### config.mk
export PLATFORM = sky130hd
export DESIGN_NAME = asfr_readout
export DESIGN_NICKNAME = d
export VERILOG_FILES = /design/src/include/asfr_pkg.sv /design/src/rtl/asfr_readout.sv
export VERILOG_INCLUDE_DIRS = /design/src /design/src/include
export SDC_FILE = /design/constraint.sdc
export NUM_CORES = 1
export LEC_CHECK = 0
export ABC_AREA = 1
export BUFFER_PORTS_ARGS = -buffer_cell sky130_fd_sc_hd__buf_2
export CORE_MARGIN = 2
export CORE_UTILIZATION = 46
export DETAILED_ROUTE_END_ITERATION = 8
export PLACE_DENSITY = 0.65
export SETUP_SLACK_MARGIN = 0.2
export SLEW_MARGIN = 10
export SYNTH_ARGS = -nofsm -noshare
export SYNTH_HDL_FRONTEND = slang
export SYNTH_SLANG_ARGS = --single-unit
### constraint.sdc
create_clock -name mclk -period 7.6 [get_ports mclk]
set_input_delay 1.52 -clock mclk [delete_from_list [all_inputs] [get_ports mclk]]
set_output_delay 1.52 -clock mclk [all_outputs]
set_load 0.02 [all_outputs]
### src/include/asfr_map.svh
// register offsets, field positions and reset values of the sample readout block
`ifndef ASFR_MAP_SVH
`define ASFR_MAP_SVH
`define ASFR_STATUS_ADDR 8'h00
`define ASFR_X_HIGH_ADDR 8'h01
`define ASFR_X_LOW_ADDR 8'h02
`define ASFR_Y_HIGH_ADDR 8'h03
`define ASFR_Y_LOW_ADDR 8'h04
`define ASFR_Z_HIGH_ADDR 8'h05
`define ASFR_Z_LOW_ADDR 8'h06
`define ASFR_SETUP_ADDR 8'h09
`define ASFR_SETUP_RESET 8'h00
`define ASFR_MODE_HI 7
`define ASFR_MODE_LO 6
`define ASFR_WMRK_HI 5
`define ASFR_WMRK_LO 0
`define ASFR_SAMPLE_BITS 14
`define ASFR_FIFO_DEPTH 32
`define ASFR_BYTES_FULL 3'd5
`define ASFR_BYTES_FAST 3'd4
`endif

### src/include/asfr_pkg.sv
// types shared by the sample readout block
package asfr_pkg;
	// one xyz sample, 14 bits per axis, two's complement
	typedef struct packed {
		logic [13:0] x;
		logic [13:0] y;
		logic [13:0] z;
	} asfr_sample_t;
	// fifo operating mode in field encoding order 00..11
	typedef enum logic [1:0] {
		mode_off,
		mode_circular,
		mode_stop,
		mode_trigger
	} asfr_fifo_mode_t;
	// one byte-level register access from the serial front end
	typedef struct packed {
		logic start;
		logic rd;
		logic wr;
		logic [7:0] addr;
		logic [7:0] wdata;
	} asfr_bus_t;
endpackage : asfr_pkg

### src/rtl/asfr_readout.sv
// sample fifo and register readout path of the accelerometer
`timescale 1ns/100ps
`default_nettype none
`include "asfr_map.svh"

// sample buffer with flush and simultaneous push/pop
module asfr_fifo #(
	parameter int WIDTH = 42,
	parameter int DEPTH = `ASFR_FIFO_DEPTH,
	parameter int CW = $clog2(DEPTH + 1)
) (
	input wire logic mclk,
	input wire logic sys_rst,
	input wire logic clk_en,
	input wire logic flush,
	input wire logic in_valid,
	output logic in_ready,
	input wire logic [WIDTH-1:0] in_data,
	output logic out_valid,
	input wire logic out_ready,
	output logic [WIDTH-1:0] out_data,
	output logic [CW-1:0] count
);
	localparam int AW = $clog2(DEPTH);
	logic [WIDTH-1:0] mem [DEPTH];
	logic [AW-1:0] wr_ptr;
	logic [AW-1:0] rd_ptr;
	logic full;
	logic wr_go;
	logic rd_go;

	// a full buffer still takes a word when the head leaves that cycle
	assign full = (count == CW'(DEPTH));
	assign in_ready = !full || out_ready;
	assign out_valid = (count != '0);
	assign out_data = mem[rd_ptr];
	assign wr_go = in_valid && in_ready && !flush;
	assign rd_go = out_valid && out_ready && !flush;

	// storage carries no reset, only the pointers and the count do
	always_ff @(posedge mclk) begin
		if (clk_en && wr_go) begin
			mem[wr_ptr] <= in_data;
		end
	end

	// write pointer with wrap at depth
	always_ff @(posedge mclk or posedge sys_rst) begin
		if (sys_rst) begin
			wr_ptr <= '0;
		end else if (clk_en) begin
			if (flush) begin
				wr_ptr <= '0;
			end else if (wr_go) begin
				wr_ptr <= (wr_ptr == AW'(DEPTH - 1)) ? '0 : wr_ptr + 1'b1;
			end
		end
	end

	// read pointer with wrap at depth
	always_ff @(posedge mclk or posedge sys_rst) begin
		if (sys_rst) begin
			rd_ptr <= '0;
		end else if (clk_en) begin
			if (flush) begin
				rd_ptr <= '0;
			end else if (rd_go) begin
				rd_ptr <= (rd_ptr == AW'(DEPTH - 1)) ? '0 : rd_ptr + 1'b1;
			end
		end
	end

	// occupancy
	always_ff @(posedge mclk or posedge sys_rst) begin
		if (sys_rst) begin
			count <= '0;
		end else if (clk_en) begin
			if (flush) begin
				count <= '0;
			end else if (wr_go && !rd_go) begin
				count <= count + 1'b1;
			end else if (rd_go && !wr_go) begin
				count <= count - 1'b1;
			end
		end
	end
endmodule : asfr_fifo

module asfr_readout #(
	parameter int DEPTH = `ASFR_FIFO_DEPTH
) (
	input wire logic mclk,
	input wire logic sys_rst,
	input wire logic clk_en,
	input wire asfr_pkg::asfr_bus_t bus,
	output logic [7:0] rd_data,
	output logic rd_valid,
	input wire asfr_pkg::asfr_sample_t sample_in,
	input wire logic active_rate_tick,
	input wire logic sleep_rate_tick,
	input wire logic auto_sleep,
	input wire logic active_mode,
	input wire logic fifo_hold_on_sleep,
	input wire logic fast_read_sel,
	input wire logic trig_pulse,
	output logic push_stall,
	output logic overflow_flag,
	output logic watermark_flag,
	output logic hold_error,
	output logic [5:0] fifo_count
);
	import asfr_pkg::*;

	localparam int CW = $clog2(DEPTH + 1);
	logic [7:0] setup;
	asfr_fifo_mode_t mode;
	logic [5:0] wmrk;
	logic fifo_on;
	asfr_sample_t cur_sample;
	asfr_sample_t frame;
	asfr_sample_t head;
	logic head_valid;
	logic [CW-1:0] count;
	logic [7:0] ptr;
	logic [2:0] idx;
	logic sleep_prev;
	logic active_prev;
	logic trig_seen;
	logic data_ready;
	logic tick;
	logic flush;
	logic sleep_enter;
	logic push_valid;
	logic push_ready;
	logic host_pop;
	logic drop;
	logic [CW-1:0] cap;
	logic [7:0] rd_byte;
	logic do_pop;
	logic [7:0] next_ptr;
	logic [2:0] next_idx;
	logic stream;

	// byte of a sample by index 0..5: even high, odd low
	function automatic logic [7:0] pick(input asfr_sample_t s, input logic [2:0] i);
		logic [13:0] a;
		a = (i[2:1] == 2'd0) ? s.x : (i[2:1] == 2'd1) ? s.y : s.z;
		pick = i[0] ? {a[5:0], 2'b00} : a[13:6];
	endfunction : pick

	// setup field decode
	assign mode = asfr_fifo_mode_t'(setup[`ASFR_MODE_HI:`ASFR_MODE_LO]);
	assign wmrk = setup[`ASFR_WMRK_HI:`ASFR_WMRK_LO];
	assign fifo_on = (mode != mode_off);

	// fifo rate follows the sleep state
	assign tick = auto_sleep ? sleep_rate_tick : active_rate_tick;

	// a held buffer survives the rate change so the host can drain it
	assign sleep_enter = auto_sleep && !sleep_prev;
	assign flush = !fifo_on
		|| ((auto_sleep != sleep_prev) && !hold_error
		&& !(sleep_enter && fifo_hold_on_sleep))
		|| (active_mode && !active_prev);

	// pre-trigger depth: the watermark, or the whole buffer when zero
	assign cap = (mode == mode_trigger && !trig_seen && wmrk != '0)
		? CW'(wmrk) : CW'(DEPTH);

	// push each rate tick unless hold_error is set; refusal only in stop and post-trigger modes
	assign push_valid = fifo_on && tick && !hold_error;
	assign host_pop = bus.rd && do_pop;
	assign drop = push_valid && !host_pop && count >= cap
		&& (mode == mode_circular || (mode == mode_trigger && !trig_seen));
	assign push_stall = push_valid && !push_ready;

	asfr_fifo #(
		.WIDTH($bits(asfr_sample_t)),
		.DEPTH(DEPTH),
		.CW(CW)
	) u_fifo (
		.mclk(mclk),
		.sys_rst(sys_rst),
		.clk_en(clk_en),
		.flush(flush),
		.in_valid(push_valid),
		.in_ready(push_ready),
		.in_data(sample_in),
		.out_valid(head_valid),
		.out_ready(host_pop || drop),
		.out_data(head),
		.count(count)
	);
	assign fifo_count = 6'(count);

	// edge memories for flush detection
	always_ff @(posedge mclk or posedge sys_rst) begin
		if (sys_rst) begin
			sleep_prev <= 1'b0;
			active_prev <= 1'b0;
		end else if (clk_en) begin
			sleep_prev <= auto_sleep;
			active_prev <= active_mode;
		end
	end

	// setup register; switching between modes goes through off by host discipline
	always_ff @(posedge mclk or posedge sys_rst) begin
		if (sys_rst) begin
			setup <= `ASFR_SETUP_RESET;
		end else if (clk_en && bus.wr && ptr == `ASFR_SETUP_ADDR) begin
			setup <= bus.wdata;
		end
	end

	// trigger latch; a trigger in a flush cycle is kept
	always_ff @(posedge mclk or posedge sys_rst) begin
		if (sys_rst) begin
			trig_seen <= 1'b0;
		end else if (clk_en) begin
			if (trig_pulse && mode == mode_trigger) begin
				trig_seen <= 1'b1;
			end else if (flush) begin
				trig_seen <= 1'b0;
			end
		end
	end

	// buffer flags
	always_ff @(posedge mclk or posedge sys_rst) begin
		if (sys_rst) begin
			overflow_flag <= 1'b0;
			watermark_flag <= 1'b0;
		end else if (clk_en) begin
			if (flush) begin
				overflow_flag <= 1'b0;
				watermark_flag <= 1'b0;
			end else begin
				if (count == CW'(DEPTH)) begin
					overflow_flag <= 1'b1;
				end
				watermark_flag <= (wmrk != '0) && (count >= CW'(wmrk));
			end
		end
	end

	// hold error: set on sleep entry with hold, cleared once emptied
	always_ff @(posedge mclk or posedge sys_rst) begin
		if (sys_rst) begin
			hold_error <= 1'b0;
		end else if (clk_en) begin
			if (sleep_enter && fifo_hold_on_sleep && fifo_on) begin
				hold_error <= 1'b1;
			end else if (!fifo_on || count == '0) begin
				hold_error <= 1'b0;
			end
		end
	end

	// current sample and its ready bit; a new sample beats a read clear
	always_ff @(posedge mclk or posedge sys_rst) begin
		if (sys_rst) begin
			cur_sample <= '0;
			data_ready <= 1'b0;
		end else if (clk_en) begin
			if (tick) begin
				cur_sample <= sample_in;
				data_ready <= 1'b1;
			end else if (bus.rd && ptr >= `ASFR_X_HIGH_ADDR && ptr <= `ASFR_Z_LOW_ADDR) begin
				data_ready <= 1'b0;
			end
		end
	end

	// read decode and auto-increment
	always_comb begin
		rd_byte = 8'h00;
		do_pop = 1'b0;
		next_idx = idx;
		next_ptr = ptr + 8'h01;
		stream = fifo_on && ptr == `ASFR_X_HIGH_ADDR;
		if (fast_read_sel && (ptr == `ASFR_X_HIGH_ADDR || ptr == `ASFR_Y_HIGH_ADDR)) begin
			next_ptr = ptr + 8'h02;
		end
		if (stream) begin
			next_ptr = ptr;
			if (idx == 3'd0) begin
				do_pop = head_valid;
				rd_byte = head_valid ? pick(head, 3'd0) : 8'h00;
				next_idx = head_valid ? (fast_read_sel ? 3'd2 : 3'd1) : 3'd0;
			end else begin
				rd_byte = pick(frame, idx);
				if (idx == (fast_read_sel ? `ASFR_BYTES_FAST : `ASFR_BYTES_FULL)) begin
					next_idx = 3'd0;
				end else begin
					next_idx = idx + (fast_read_sel ? 3'd2 : 3'd1);
				end
			end
		end else begin
			unique case (ptr)
				`ASFR_STATUS_ADDR: begin
					rd_byte = fifo_on ? {overflow_flag, watermark_flag, fifo_count}
						: {4'h0, {4{data_ready}}};
				end
				`ASFR_X_HIGH_ADDR, `ASFR_X_LOW_ADDR, `ASFR_Y_HIGH_ADDR,
				`ASFR_Y_LOW_ADDR, `ASFR_Z_HIGH_ADDR, `ASFR_Z_LOW_ADDR: begin
					rd_byte = fifo_on ? 8'h00 : pick(cur_sample, 3'(ptr - 8'h01));
				end
				`ASFR_SETUP_ADDR: begin
					rd_byte = setup;
				end
				default: begin
					rd_byte = 8'h00;
				end
			endcase
		end
	end

	// address pointer and frame index; a new burst drops any half-read frame
	always_ff @(posedge mclk or posedge sys_rst) begin
		if (sys_rst) begin
			ptr <= 8'h00;
			idx <= 3'd0;
		end else if (clk_en) begin
			if (bus.start) begin
				ptr <= bus.addr;
				idx <= 3'd0;
			end else if (bus.rd || bus.wr) begin
				ptr <= next_ptr;
				if (bus.rd) begin
					idx <= next_idx;
				end
			end
			if (flush) begin
				idx <= 3'd0;
			end
		end
	end

	// popped sample is kept for the remaining bytes of its frame
	always_ff @(posedge mclk or posedge sys_rst) begin
		if (sys_rst) begin
			frame <= '0;
		end else if (clk_en && host_pop) begin
			frame <= head;
		end
	end

	// registered read answer
	always_ff @(posedge mclk or posedge sys_rst) begin
		if (sys_rst) begin
			rd_data <= 8'h00;
			rd_valid <= 1'b0;
		end else if (clk_en) begin
			rd_valid <= bus.rd;
			if (bus.rd) begin
				rd_data <= rd_byte;
			end
		end
	end
endmodule : asfr_readout
`default_nettype wire

---- Word level (Yosys, flattened, before mapping) ----
Memory sizes are Yosys's and may differ from the RTL's.
Cells that the tools add are included.
storage, ports and cells
  flip-flop bits (word level) ............. 135
  bits in latches ......................... 0
  RAM bits ................................ 1,344
  ROM bits ................................ 0
  output and inout bits ................... 19
  word-level logic and storage cells ...... 183
  memories kept ........................... 1
cells by class
  $add $sub $neg .......................... 8
  $mul .................................... 0
  divide/modulo/power cells ............... 0
  order comparisons ....................... 4
  equality and inequality tests ........... 17
  shift operators ......................... 0
  mux-type cells .......................... 50
  bitwise operators ....................... 0
  reductions and logical operators ........ 82
memories
  memory      words  bits a word  rd ports  clocked after memory_dff  write ports  line                RTL
  u_fifo.mem  32     42           1         0                         1            asfr_readout.sv:25  logic [WIDTH-1:0] mem [DEPTH];
operators by type and width
  kind                                                               count
  two-way mux 8 bit                                                  11
  two-way mux 14 bit                                                 4
  logical AND 1 bit                                                  31
  two-way mux 5 bit                                                  6
  == test 8 x 3 -> 1 bit, second input constant                      3
  two-way mux 3 bit                                                  8
  two-way mux 6 bit                                                  4
  case mux 8 bit (3 select lines)                                    1
  AND reduction 2 bit                                                9
  == test 8 x 2 -> 1 bit, second input constant                      2
  nonzero test 2 bit                                                 8
  two-way mux 1 bit                                                  15
  greater-or-equal comparator 6 bit                                  2
  zero test 1 bit                                                    12
  nonzero test 3 bit                                                 4
  nonzero test 6 bit                                                 2
  adder 5 x 1 -> 5 bit, second input constant                        2
  == test 5 bit, second input constant                               2
  adder 8 x 1 -> 8 bit, second input constant                        1
  adder 8 x 2 -> 8 bit, second input constant                        1
  == test 8 x 1 -> 1 bit, second input constant                      1
  == test 8 x 4 -> 1 bit, second input constant                      1
  greater-or-equal comparator 8 x 1 -> 1 bit, second input constant  1
  less-or-equal comparator 8 x 3 -> 1 bit, second input constant     1
  other kinds (19)                                                   29

---- Depth between registers and ports, before layout ----
  depth after elaboration ................. 17
  mapped depth ............................ 27
  depth with buffers taken out ............ 27

---- Cells and area by module ----
Synthesis repeated with hierarchy kept, for this count alone.
unflattened totals
  cells, all modules ...................... 4,920
  area total of the unflattened synthesis .. 60,419.2 um^2
modules (own cells, without submodules)
  module        times used  cells each  area an instance (um^2)  sequential area each (um^2)
  asfr_fifo     1           4,172       54,247.0                 40,759.1
  asfr_readout  1           748         6,172.2                  2,777.7

---- Worst setup path after synthesis ----
No wires, ideal clock.
  path kind ............................... input to register
  start point ............................. in active_rate_tick
  end point ............................... mem u_fifo.mem[0][0], enable pin
  setup time .............................. 441 ps
  arrival ................................. 4,321 ps
  setup slack ............................. 2,838 ps
  stages .................................. 8
  buffers on the path ..................... 0
  cell sequence ........................... inv_1 o21ai_0 nand2_1 nor2_1 nand3_4 nor2_8 nand2_4 nor2_1
on the way
  longest elaborated chain between the ends .. 13
RTL lines
  element                                      line                 RTL
  from (decl)                                  asfr_readout.sv:99   input wire logic active_rate_tick,
  two-way mux 1 bit (*)                        asfr_readout.sv:157  assign tick = auto_sleep ? sleep_rate_tick : active_rate_tick;
  logical AND 1 bit (*) (2 in series)          asfr_readout.sv:171  assign push_valid = fifo_on && tick && !hold_error;
  logical AND 1 bit (2 in series)              asfr_readout.sv:173  assign drop = push_valid && !host_pop && count >= cap
  logical AND 1 bit                            asfr_readout.sv:174  && (mode == mode_circular || (mode == mode_trigger && !trig_seen));
  logical OR 1 bit                             asfr_readout.sv:190  .out_ready(host_pop || drop),
  logical OR 1 bit                             asfr_readout.sv:34   assign in_ready = !full || out_ready;
  logical AND 1 bit (*) (2 in series)          asfr_readout.sv:37   assign wr_go = in_valid && in_ready && !flush;
  logical AND 1 bit (*)                        asfr_readout.sv:42   if (clk_en && wr_go) begin
  two-way mux 1 bit (*)                        asfr_readout.sv:42
  two-way mux 1 bit (not written as such) (*)  asfr_readout.sv:43   mem[wr_ptr] <= in_data;
  to (decl)                                    asfr_readout.sv:25
Mark *: on every way between the ends. The rest lies on a longest branch, timed or not.

---- Final worst setup path ----
  start point ............................. reg setup[2]
  end point ............................... out push_stall
on the way
  longest elaborated chain between the ends .. 10
RTL lines
  element                                line                 RTL
  from (decl)                            asfr_readout.sv:115  logic [7:0] setup;
  from (signal assigned)                 asfr_readout.sv:210  setup <= `ASFR_SETUP_RESET;
  from (signal assigned)                 asfr_readout.sv:212  setup <= bus.wdata;
  nonzero test 6 bit                     asfr_readout.sv:167  assign cap = (mode == mode_trigger && !trig_seen && wmrk != '0)
  logical AND 1 bit                      asfr_readout.sv:167
  two-way mux 6 bit (*)                  asfr_readout.sv:168  ? CW'(wmrk) : CW'(DEPTH);
  greater-or-equal comparator 6 bit (*)  asfr_readout.sv:173
  logical AND 1 bit (*)                  asfr_readout.sv:173
  logical AND 1 bit (*)                  asfr_readout.sv:174
  logical OR 1 bit (*)                   asfr_readout.sv:190
  logical OR 1 bit (*)                   asfr_readout.sv:34
  zero test 1 bit (*)                    asfr_readout.sv:175  assign push_stall = push_valid && !push_ready;
  logical AND 1 bit (*)                  asfr_readout.sv:175
  to (decl)                              asfr_readout.sv:106  output logic push_stall,
Marked as above.

==> results_dict.tcl <==
set metrics [dict create \
    drtIter0Drc 5006 \
    synthFlopType "edfxtp_1" \
    root_buffer "clkbuf_16" \
    antenna_found_initial 6 \
    rsz0062_at_grt "no" \
    dp_hpwl_um 95500 \
    ios 90 \
    postSynthCellCount 4816 \
    gr-usage-all-layers_pct 25.4 \
    async_flop_share_pct 8.63 \
    cts_hold_buf 0 \
    numCtsBuffers 153 \
    antenna_left 0 \
    hp-class "flip-flop to flip-flop" \
    worst_clock_skew_ps 35.8 \
    path_delay_family "simple AND/OR/NAND/NOR gates" \
    ys_seq_area_share_pct 72.7 \
    drv_slew 0 \
    ys_types 49 \
    routed_via_density 5.88 \
    htree_levels 4 \
    start_util_pct 46.3 \
    drive_gt1_share_pct 9.16 \
    dieArea_um2 133000 \
    core_um2 129000 \
    grt_max_degree 195 \
    power_uw 16900 \
    routedWlPerCell_um 25.5 \
    clkLatencyLatePin_ps 800 \
    ys_ff_latch 1471 \
    clock_path_buffers 3 \
    p_per_area_nw_per_um2 253 \
    worst_slew_pin_slew_ps 1130 \
    preCtsSetupSlack_ps 2680 \
    overflow 0 \
    hold_viol 0 \
    yosysWarnings 0 \
    slowest_stage "dfrtp_1" \
    grt_pass1_vias 37000 \
    cts_setup_buffers 0 \
    gp_congestion 0.895 \
    grt_pass1_wl_um 249000 \
    fin_crit_sh_pct 63.7 \
    drt_pass1_iterations 5 \
    syn_area_per_cell_um2 12.4 \
    startpoint_type "flip-flop" \
    status "finished clean" \
    path_max_fanout 4 \
    path_buf_inv 3 \
    crit_top_cell "nand2_1" \
    synth_edf_count 1344 \
    cap_violations 0 \
    setup_slack_ps 2760 \
    period_minus_slack_ps 4840 \
    io_buffer_count 89 \
    cts.clk_slew.worst_paths_ps 60 \
    fin_tns_setup_ps 0 \
    area.growth.synth_to_final_pct 11.6 \
    fmax_mhz 206 \
    vias 39200 \
    cp-end-kind "output pin" \
    critical_path_class "flip-flop to output pin" \
    die_y_um 365 \
    power_leakage_uw 0.0228 \
    wl_um 170000 \
    crit_required_ps 6080 \
    slowest_delay_ps 400 \
    syn_area_um2 59900 \
    syn_nets 4920 \
    setup_viol 0 \
    ir_drop_mv 0.228 \
    core.rowCount 132 \
    cts-resized-gates 0 \
    drc 0 \
    arrival_ps 3320 \
    slew_headroom_pct 24.5 \
    cts_sinks 1471 \
    fin_nets 4904 \
    path_cells "nor4_1 > nand3_1 > nand2_1 > inv_1 > nand2_1 > ha_1 > nand2_1 > inv_1 > a21oi_1 > nand2_1 > nand2_1 > nand3_2 > nor3_1 > buf_2" \
    cts_tree "built" \
    die_w_um 365 \
]
worst register-to-register path, cell delays in order (launching register included):
cell     delay, ps
dfrtp_1        430
nand2_1        100
nor2_1         230
nand2_1        150
inv_1          120
nand2_1         70
ha_1           280
nand2_1         60
nor2_1         100
nand2_1         50
nand2_1        130
nand2_1        110
nand3_2        150
nand3_4        120
nor2_8         260
nand2_4        240
nor2_4         760
buf_4          470
synth_stat cells (all sizes together), types with 4 or more instances:
library cell	n	share of area [%]
nand4	6	0.063
buf	136	1.3
nor3	5	0.042
o211ai	225	2.8
a22o	7	0.10
inv	121	0.76
o22ai	88	0.92
clkbuf	182	1.1
dfrtp	127	5.3
xor2	7	0.10
clkinv	6	0.046
o221ai	70	1.0
nand3	341	2.9
mux2	20	0.38
ha	31	0.65
edfxtp	1344	67
or2	4	0.042
nand2	459	3.0
o21ai	678	5.7
a31oi	5	0.052
a31o	4	0.058
nor2	874	5.5
a21oi	61	0.51
worst paths after layout:
kind | from | endpoint | slack [ps] | cells after the start
setup reg to reg | setup[6]$_DFFE_PP0P_ | u_fifo.mem[17][2]$_DFFE_PP_ | 3400 | 17
min in group asynchronous | sys_rst | setup[5]$_DFFE_PP0P_ | 790 | 2
setup / recovery | setup[2]$_DFFE_PP0P_ | push_stall | 2760 | 14
hold / removal | rd_valid$_DFFE_PP0P_ | rd_valid$_DFFE_PP0P_ | 480 | 2
max in group asynchronous | sys_rst | frame[18]$_DFFE_PP0P_ | 5400 | 3
hold reg to reg | rd_valid$_DFFE_PP0P_ | rd_valid$_DFFE_PP0P_ | 480 | 2
cell usage in the layout, fill, tap and decap left out, types with 8 or more instances in the layout:
| master | count |
|---|---|
| buf_2 | 89 |
| edfxtp_1 | 1344 |
| a21oi_1 | 61 |
| nand2_1 | 449 |
| dfrtp_1 | 122 |
| clkinv_1 | 42 |
| inv_1 | 114 |
| bufinv_16 | 15 |
| ha_1 | 31 |
| o221ai_1 | 70 |
| clkinv_2 | 25 |
| nand3_1 | 338 |
| nor2_4 | 36 |
| buf_12 | 8 |
| nor2_1 | 836 |
| clkbuf_1 | 31 |
| o22ai_1 | 88 |
| buf_4 | 50 |
| o21ai_0 | 677 |
| clkbuf_16 | 159 |
| o211ai_1 | 225 |
| mux2_2 | 20 |
final cells by class:
type                    instances  area (um2)
inverters                     127         512
repair buffers                147         981
well taps                    1742        2180
diodes                          1        2.50
multi-input cells            2900       14700
clock inverters                85         813
fillers                     10900       62400
clock buffers                 195        4160
flip-flops and latches       1471       43600
report_power, final:
| group | internal (uW) | switching [uW] |
|---|---|---|
| combinational | 121 | 407 |
| sequential | 8890 | 43.4 |
| clock | 4380 | 3110 |
| total | 13400 | 3560 |
sequential cells by signal, indices dropped and copies added, names as in the netlist:
name / cells
ptr: 8
u_fifo.mem: 1344
overflow_flag: 1
rd_data: 8
sleep_prev: 1
frame: 34
active_prev: 1
data_ready: 1
rd_valid: 1
u_fifo.count: 6
hold_error: 1
u_fifo.wr_ptr: 5
trig_seen: 1
setup: 8
cur_sample: 42
u_fifo.rd_ptr: 5
idx: 3
watermark_flag: 1
layer usage:
layer / vias to the layer above / GRT usage, % / share of wire, %
li1: 17600 / - / -
met1: 19600 / 34.7 / 40
met2: 1770 / 40.0 / 47
met3: 318 / 4.00 / 7.7
met4: 0 / 11.7 / 4.5
met5: - / 0 / 0
cell families (layout without fill, tap and decap cells):
logic type / Yosys count / count (layout) / synth area share (%)
fa+ha+maj: 33 / 33 / 0.714
simple gates: 1690 / 1690 / 11.6
mux: 20 / 20 / 0.376
xor+xnor: 9 / 9 / 0.132
flops: 1471 / 1471 / 72.7
other cells: 0 / 1 / 0
buf+inv: 445 / 554 / 3.26
compound gates: 1148 / 1148 / 11.3
through the flow:
step	hold slack [ps]	utilization [%]	cell area, um2	cells
after floorplan	449	-	59900	4816
after global placement	466	47.9	61900	6387
after detailed placement	466	47.9	61900	6387
after CTS	483	51.7	66900	6667
after global routing	509	51.7	66900	6667
final	476	51.7	66900	6668
Note: power is estimated with default switching activity, not from simulation.
